## src/rtl/irq_logic_cfg.svh

```systemverilog
// Register offsets, bit positions, reset values and timing counts
// for the interrupt logic. Definitions only; included by bare name.
`ifndef IRQ_LOGIC_CFG_SVH
`define IRQ_LOGIC_CFG_SVH

// Word offsets on the register bus (byte addresses)
`define OFS_IRQ_CONTROL 4'h0
`define OFS_IRQ_STATUS 4'h4
`define OFS_IRQ_CLEAR 4'h8
`define OFS_IRQ_ENABLE 4'hC

// Bit positions inside the control register
`define BIT_CHANGE_FLAG 0
`define BIT_EXT_FLAG 1
`define BIT_TIMER_FLAG 2
`define BIT_CHANGE_EN 3
`define BIT_EXT_EN 4
`define BIT_TIMER_EN 5
`define BIT_GLOBAL_EN 7

// Reset values
`define RST_FLAGS 3'h0
`define RST_ENABLES 3'h0
`define RST_GLOBAL 1'h0

// Vector loaded into the program counter when a request is taken
`define IRQ_VECTOR 13'h0004

// Pin synchroniser depth in clock cycles
`define SYNC_STAGES 2

`endif

```

## src/rtl/irq_logic_pkg.sv

```systemverilog
// Types shared by the interrupt logic and whoever instantiates it.
// Assumes classic Wishbone with 32-bit data and byte selects.
package irq_logic_pkg;

    // Classic Wishbone request from the master
    typedef struct packed {
        logic cyc;
        logic stb;
        logic we;
        logic [3:0] adr;
        logic [3:0] sel;
        logic [31:0] dat;
    } wb_req_t;

    // Answer back to the master
    typedef struct packed {
        logic ack;
        logic [31:0] dat;
    } wb_rsp_t;

    // Per-source bit vector: change, external, timer
    typedef struct packed {
        logic timer;
        logic ext;
        logic change;
    } src_bits_t;

    // Request signals towards the core's program counter and stack
    typedef struct packed {
        logic take;
        logic push_return;
        logic force_nop;
        logic [12:0] vector_addr;
    } core_req_t;

endpackage : irq_logic_pkg

```

## src/rtl/mcu_interrupt_logic.sv

```systemverilog
// Interrupt logic of a small 8-bit controller: three sources, per-source
// flags and enables, a global enable, vectoring towards the core.
// Assumes one 100 MHz clock, synchronous reset, a classic Wishbone master
// and a core that pushes the return address when told to.
//
// Added by the designer: register access over Wishbone and the register offsets.
`timescale 1ns/10ps
`include "irq_logic_cfg.svh"

module mcu_interrupt_logic
(
    input wire logic i_clock,
    input wire logic i_rst,
    input wire irq_logic_pkg::wb_req_t i_wb,
    output irq_logic_pkg::wb_rsp_t o_wb,
    input wire logic i_ext_irq_pin,
    input wire logic [3:0] i_upper_change_pins,
    input wire logic i_timer0_overflow,
    input wire logic i_return_from_irq_instr,
    input wire logic i_global_clear_instr,
    output irq_logic_pkg::core_req_t o_core,
    output logic o_irq
);
    import irq_logic_pkg::*;

    // Pin synchronisers; stage one feeds stage two only
    logic [`SYNC_STAGES-1:0] ext_sync_r;
    logic [`SYNC_STAGES-1:0] ext_sync_nxt;
    logic [3:0] chg_s1_r;
    logic [3:0] chg_s1_nxt;
    logic [3:0] chg_s2_r;
    logic [3:0] chg_s2_nxt;
    // Last seen levels, for edge and change detection
    logic ext_last_r;
    logic ext_last_nxt;
    logic [3:0] chg_last_r;
    logic [3:0] chg_last_nxt;
    // Detected events this cycle
    src_bits_t event_now;

    // Synchroniser next values
    always_comb
    begin
        ext_sync_nxt = {ext_sync_r[0], i_ext_irq_pin};
        chg_s1_nxt = i_upper_change_pins;
        chg_s2_nxt = chg_s1_r;
        ext_last_nxt = ext_sync_r[1];
        chg_last_nxt = chg_s2_r;
    end

    // Synchroniser registers; left out of reset on purpose, so they track
    // the pins through reset and no false edge or change follows its release
    always_ff @(posedge i_clock)
    begin
        ext_sync_r <= ext_sync_nxt;
        chg_s1_r <= chg_s1_nxt;
        chg_s2_r <= chg_s2_nxt;
        ext_last_r <= ext_last_nxt;
        chg_last_r <= chg_last_nxt;
    end

    // Event detection: rising pin edge, any change, timer pulse
    always_comb
    begin
        event_now.ext = ext_sync_r[1] & ~ext_last_r;
        event_now.change = |(chg_s2_r ^ chg_last_r);
        event_now.timer = i_timer0_overflow;
    end

    // Control state
    src_bits_t flags_r;
    src_bits_t flags_nxt;
    src_bits_t enables_r;
    src_bits_t enables_nxt;
    logic global_r;
    logic global_nxt;
    // One-cycle hold-off after the global enable is cleared
    logic block_r;
    logic block_nxt;
    // Bus decode
    logic bus_hit;
    logic wr_ctrl;
    logic wr_clear;
    logic wr_enable;
    logic take;
    logic global_cleared;

    // Bus access decode; byte lane 0 carries every field
    always_comb
    begin
        bus_hit = i_wb.cyc & i_wb.stb & ~o_wb.ack;
        wr_ctrl = bus_hit & i_wb.we & i_wb.sel[0] & (i_wb.adr == `OFS_IRQ_CONTROL);
        wr_clear = bus_hit & i_wb.we & i_wb.sel[0] & (i_wb.adr == `OFS_IRQ_CLEAR);
        wr_enable = bus_hit & i_wb.we & i_wb.sel[0] & (i_wb.adr == `OFS_IRQ_ENABLE);
    end

    // Request taken: global, pending enabled source, not held off
    always_comb
    begin
        // Software or an instruction dropping the global enable
        global_cleared = (wr_ctrl & ~i_wb.dat[`BIT_GLOBAL_EN] & global_r)
            | i_global_clear_instr;
        o_irq = global_r & |(flags_r & enables_r);
        // A clear in this cycle wins, or take and no-op would meet at the core
        take = o_irq & ~block_r & ~o_core.take & ~global_cleared;
    end

    // Next control state
    always_comb
    begin
        flags_nxt = flags_r;
        enables_nxt = enables_r;
        global_nxt = global_r;
        block_nxt = global_cleared;
        if (wr_ctrl)
        begin
            // Software owns the flags; it may clear them here
            flags_nxt = src_bits_t'(i_wb.dat[`BIT_TIMER_FLAG:`BIT_CHANGE_FLAG]);
            enables_nxt = src_bits_t'(i_wb.dat[`BIT_TIMER_EN:`BIT_CHANGE_EN]);
        end
        if (wr_clear)
        begin
            flags_nxt = flags_nxt & ~src_bits_t'(i_wb.dat[2:0]);
        end
        if (wr_enable)
        begin
            enables_nxt = src_bits_t'(i_wb.dat[2:0]);
        end
        // Events win over a clear in the same cycle
        flags_nxt = flags_nxt | event_now;
        // Global enable: take beats return beats software
        if (take)
        begin
            global_nxt = 1'b0;
        end
        else if (i_return_from_irq_instr)
        begin
            global_nxt = 1'b1;
        end
        else if (i_global_clear_instr)
        begin
            global_nxt = 1'b0;
        end
        else if (wr_ctrl)
        begin
            global_nxt = i_wb.dat[`BIT_GLOBAL_EN];
        end
    end

    // Control registers
    always_ff @(posedge i_clock)
    begin
        if (i_rst)
        begin
            flags_r <= `RST_FLAGS;
            enables_r <= `RST_ENABLES;
            global_r <= `RST_GLOBAL;
            block_r <= 1'b0;
        end
        else
        begin
            flags_r <= flags_nxt;
            enables_r <= enables_nxt;
            global_r <= global_nxt;
            block_r <= block_nxt;
        end
    end

    // Core-facing outputs, registered so they line up with the take
    core_req_t core_nxt;

    // Core request next values
    always_comb
    begin
        core_nxt.take = take;
        core_nxt.push_return = take;
        core_nxt.force_nop = global_cleared;
        core_nxt.vector_addr = `IRQ_VECTOR;
    end

    // Core request register
    always_ff @(posedge i_clock)
    begin
        if (i_rst)
        begin
            o_core <= '0;
        end
        else
        begin
            o_core <= core_nxt;
        end
    end

    // Bus answer: one wait state, unmapped reads return zero
    wb_rsp_t rsp_nxt;

    // Read mux and acknowledge
    always_comb
    begin
        rsp_nxt.ack = bus_hit;
        rsp_nxt.dat = 32'h0000_0000;
        if (bus_hit & ~i_wb.we)
        begin
            case (i_wb.adr)
                `OFS_IRQ_CONTROL:
                begin
                    rsp_nxt.dat[`BIT_GLOBAL_EN] = global_r;
                    rsp_nxt.dat[`BIT_TIMER_EN:`BIT_CHANGE_EN] = enables_r;
                    rsp_nxt.dat[`BIT_TIMER_FLAG:`BIT_CHANGE_FLAG] = flags_r;
                end
                `OFS_IRQ_STATUS:
                begin
                    rsp_nxt.dat[2:0] = flags_r;
                end
                `OFS_IRQ_ENABLE:
                begin
                    rsp_nxt.dat[2:0] = enables_r;
                end
                default:
                begin
                    // Clear register is write-only; reads zero
                    rsp_nxt.dat = 32'h0000_0000;
                end
            endcase
        end
    end

    // Bus answer register
    always_ff @(posedge i_clock)
    begin
        if (i_rst)
        begin
            o_wb <= '0;
        end
        else
        begin
            o_wb <= rsp_nxt;
        end
    end

    // Checks on the control path
    AST_GLOBAL_RESET: assert property (@(posedge i_clock)
        $past(i_rst) |-> !global_r)
        else $error("global enable not clear after reset");

    AST_TAKE_CLEARS: assert property (@(posedge i_clock) disable iff (i_rst)
        take |=> !global_r ##0 o_core.take ##0 o_core.push_return)
        else $error("take did not clear global and push");

    AST_VECTOR: assert property (@(posedge i_clock) disable iff (i_rst)
        o_core.take |-> o_core.vector_addr == 13'h0004)
        else $error("wrong vector address");

    AST_GATING: assert property (@(posedge i_clock) disable iff (i_rst)
        o_core.take |-> $past(global_r) && |($past(flags_r) & $past(enables_r)))
        else $error("take without enabled pending source");

    AST_FLAG_SET: assert property (@(posedge i_clock) disable iff (i_rst)
        event_now.ext |=> flags_r.ext)
        else $error("external flag not set by event");

    AST_RETURN: assert property (@(posedge i_clock) disable iff (i_rst)
        i_return_from_irq_instr && !take |=> global_r)
        else $error("return did not set global enable");

    AST_HOLD_OFF: assert property (@(posedge i_clock) disable iff (i_rst)
        global_cleared |-> !take ##1 o_core.force_nop && !take)
        else $error("no hold-off after global clear");

    AST_STICKY: assert property (@(posedge i_clock) disable iff (i_rst)
        flags_r.timer && !wr_ctrl && !wr_clear |=> flags_r.timer)
        else $error("timer flag dropped without software");

    AST_PENDING: assert property (@(posedge i_clock) disable iff (i_rst)
        block_r && flags_r.ext && enables_r.ext && global_r && !wr_ctrl && !wr_clear
        |=> ##[0:1] o_core.take)
        else $error("held-off request not serviced");

    COV_TAKE: cover property (@(posedge i_clock) disable iff (i_rst) o_core.take);
    COV_BLOCKED: cover property (@(posedge i_clock) disable iff (i_rst)
        block_r && o_irq);
    COV_RETURN: cover property (@(posedge i_clock) disable iff (i_rst)
        o_core.take ##[1:20] i_return_from_irq_instr);

endmodule : mcu_interrupt_logic

```

## config.mk

```make
export PLATFORM = sky130hd
export DESIGN_NAME = mcu_interrupt_logic
export DESIGN_NICKNAME = d
export VERILOG_FILES = /design/src/rtl/irq_logic_pkg.sv /design/src/rtl/mcu_interrupt_logic.sv
export VERILOG_INCLUDE_DIRS = /design/src /design/src/rtl
export SDC_FILE = /design/constraint.sdc
export NUM_CORES = 1
export LEC_CHECK = 0
export BUFFER_PORTS_ARGS = -buffer_cell sky130_fd_sc_hd__buf_4
export CELL_PAD_IN_SITES_DETAIL_PLACEMENT = 2
export CELL_PAD_IN_SITES_GLOBAL_PLACEMENT = 2
export CORE_MARGIN = 2
export CORE_UTILIZATION = 19
export CTS_CLUSTER_SIZE = 20
export DETAILED_ROUTE_END_ITERATION = 8
export GPL_TIMING_DRIVEN = 1
export PLACE_DENSITY = 0.81
export SYNTH_ARGS = -nofsm -noshare
export SYNTH_HDL_FRONTEND = slang
export SYNTH_SLANG_ARGS = --single-unit
export TNS_END_PERCENT = 1
```

## constraint.sdc

```tcl
create_clock -name i_clock -period 1.65 [get_ports i_clock]
set_clock_uncertainty 0.2 [all_clocks]
set_input_delay 0.0825 -clock i_clock [delete_from_list [all_inputs] [get_ports i_clock]]
set_output_delay 0.0825 -clock i_clock [all_outputs]
set_load 0.01 [all_outputs]
```

==> flow_summary.json <==
{
  "grt_pass1_vias": 1097,
  "reg2reg_from": "o_wb[32]$_SDFF_PP0_",
  "path_cells": "nand3b_1 -> o41a_1 -> and3_4 -> and2_2",
  "fp.dieH_um": 89.27,
  "busiest_layer": "met2",
  "n_fill_cell": 832,
  "netlist_area_um2": 1381,
  "ys_warn_count": 0,
  "arrival_ns": 1.67,
  "min_to": "enables_r[1]$_SDFFE_PP0P_",
  "clk_path_buf_depth": 2,
  "antenna_found_initial": 0,
  "violations": "setup timing",
  "pin_count": 103,
  "path_max_fanout": 2,
  "dp_cells": 280,
  "reg2reg_depth": 4,
  "multi_input_area_um2": 573.1,
  "min_period_ns": 1.693,
  "max_stage_delay_ns": 0.47,
  "seq_area_um2": 661.9,
  "clkLatencyLatePin_ns": 0.28,
  "critical_path_class": "flop to flop",
  "htreeDepth": 2,
  "path_clk_slew_ns": 0.07,
  "rsz0062_at_grt": "yes",
  "setup_viol": 2,
  "diodes": 0,
  "drt_wl_total_mm": 3.765,
  "async_reset_ff_share_pct": 0,
  "coreArea_um2": 7137,
  "period_share_pct": 102.6,
  "die_area_um2": 7968,
  "met3_usage_pct": 3.047,
  "reg2reg_to": "o_core[14]$_SDFF_PP0_",
  "min_path_cells": 3,
  "hp-class": "input pin to flop",
  "ys.flop_type": "dfxtp_1",
  "drv_cap": 0,
  "vias": 1111,
  "report.final.hold_viol_count": 0,
  "required_ns": 1.63,
  "slew_viol_final": 0,
  "cts_tree": "done",
  "drc_errors": 0,
  "fmax_mhz": 590.8,
  "grt_usage_pct": 9.079,
  "rrSetupSlack_ns": -0.04,
  "synth-seq-area-share_pct": 47.83,
  "fin_nets": 256,
  "p_per_area_nw_per_um2": 929.7,
  "ys_seq_elements": 33,
  "grt_max_degree": 11,
  "grt_pass1_wl_mm": 5.340,
  "dp_hpwl_mm": 2.556,
  "crit_buf_inv": 0,
  "p_leak_nw": 0.8417,
  "grt_util_met2_pct": 15.96,
  "rows": 31,
  "fin_ws_ns": -0.04269,
  "overflow": 0,
  "clock_sinks": 33,
  "critPathCaptureType": "flop",
  "gr-usage-met1_pct": 9.865,
  "gp_congestion": 0.7912,
  "ys_types": 29,
  "die_w_um": 89.27,
  "status": "complete, but fails checks",
  "final_layout_size_suffix_gt1_share_pct": 30.88,
  "final_util_pct": 27.79,
  "peakVddDrop_mv": 0.3334,
  "wire_per_inst_um": 12.43,
  "root_buffer": "clkbuf_8",
  "synth_edf_count": 0,
  "synth_area_per_cell_um2": 9.660,
  "initial_utilization_pct": 19.35,
  "start_kind": "flop",
  "min_from": "i_wb[4]",
  "synthCells": 143,
  "antenna_left": 0,
  "synthToLayoutAreaGrowth_pct": 43.57,
  "cts_made_buffers": 5,
  "fin_cells": 303,
  "drtIter0Drc": 35,
  "drt_pass1_iterations": 4,
  "cpMaxStageDelayCell": "o41a_1",
  "viasPerCell": 3.667,
  "io_buffers": 37,
  "crit_family": "simple AND/OR/NAND/NOR gates"
}
==> area by class of cell <==
class / instances / share of cell area [%]
Multi-Input combinational cell: 98 / 28.90
Clock inverter: 1 / 1.514
Tap cell: 99 / 6.246
Timing Repair Buffer: 59 / 24.48
Inverter: 6 / 1.136
Sequential cell: 33 / 33.38
Clock buffer: 7 / 4.353
==> layer usage <==
metal	wire, µm	part of all wire (%)	vias to the layer above
met5	0	0	-
met4	53	1.4	0
met3	238	6.3	6
met2	2109	56	41
met1	1363	36	544
li1	-	-	520
==> worst max-delay path by stage <==
stage | from | endpoint | slack [ns] | depth (start not counted)
3_5_place_dp | i_wb[36] | global_r$_SDFFE_PP0P_ | -0.06 | 5
4_1_cts | o_wb[32]$_SDFF_PP0_ | enables_r[1]$_SDFFE_PP0P_ | -0.05 | 5
2_1_floorplan | o_wb[32]$_SDFF_PP0_ | global_r$_SDFFE_PP0P_ | 0.001 | 4
6_report | o_wb[32]$_SDFF_PP0_ | o_core[14]$_SDFF_PP0_ | -0.04 | 4
5_1_grt | o_wb[32]$_SDFF_PP0_ | global_r$_SDFFE_PP0P_ | -0.11 | 4
3_3_place_gp | o_wb[32]$_SDFF_PP0_ | flags_r[1]$_SDFF_PP0_ | -0.01 | 5
==> repair_timing <==
| item | 4_1_cts | 5_1_grt |
|---|---|---|
| endpoints found under the setup margin | 6 | 7 |
| buffers inserted | 0 | 1 |
| pin swaps | 0 | 4 |
| hold buffers | 14 | 0 |
| resized for setup | 5 | 7 |
| hold endpoints to repair | 16 | 0 |
==> cell usage in the layout, fill, tap and decap left out, types with 2 or more instances in the layout <==
master / n
nand3_1: 3
a21oi_1: 10
nor2b_1: 4
buf_4: 43
a221oi_2: 3
dlygate4sd3_1: 14
dfxtp_1: 32
xnor2_1: 4
conb_1: 37
o21ai_0: 3
nand2b_1: 4
clkbuf_8: 6
inv_1: 6
nand2_1: 4
nor2_1: 5
buf_6: 2
nor3_1: 5
==> cell usage after synthesis, types with 2 or more instances <==
cell | number | area, µm²
buf_4 | 39 | 292.8
nand2b_1 | 4 | 25.02
nor2b_1 | 4 | 25.02
dfxtp_1 | 33 | 660.6
inv_1 | 6 | 22.52
clkbuf_1 | 2 | 7.510
nand3_1 | 3 | 15.01
o21ai_0 | 5 | 25.02
a21oi_1 | 10 | 50.05
a221oi_1 | 3 | 26.28
nor3_1 | 6 | 30.03
xnor2_1 | 4 | 35.03
nand2_1 | 4 | 15.01
nor2_1 | 5 | 18.77
==> power by group <==
part	switching, mW	internal [mW]
Combinational	0.111	0.102
Clock	0.295	0.492
Sequential	0.0166	0.828
==> logic make-up (layout without fill, tap and decap cells) <==
kind of cell	Yosys count	count (layout)	synth area share [%]
other	1	37	0.2715
and+or+nand+nor	33	33	13.50
buffers and inverters	48	73	24.18
AOI/OAI and AO/OA	24	24	11.69
xor gates and xnor gates	4	4	2.536
DFF	33	33	47.83
==> per-stage QoR <==
stage	power [mW]	hold slack (ns)	worst slack, ns	instance area [µm²]	TNS, ns
after floorplan	1.014	-0.08978	0.001415	1518	0
after global placement	1.020	-0.01251	-0.01089	1660	-0.02952
after detailed placement	1.028	-0.01132	-0.06034	1660	-0.2118
after CTS	1.856	0.0001356	-0.04888	1931	-0.1398
after global routing	1.934	0.04023	-0.1087	1983	-0.4062
final	1.844	0.03719	-0.04269	1983	-0.08225
==> registers in the layout, indices dropped and copies added (netlist names) <==
signal / cells
o_wb: 8
chg_last_r: 4
ext_last_r: 1
flags_r: 3
ext_sync_r: 2
enables_r: 3
global_r: 1
chg_s1_r: 4
chg_last_nxt: 4
o_core: 3
==> tightest hold or removal path, stage by stage <==
cell and delay [ns]:
buf_4 0.08, o21ai_0 0.10, a221oi_2 0.21
(Power assumes the default switching activity.)
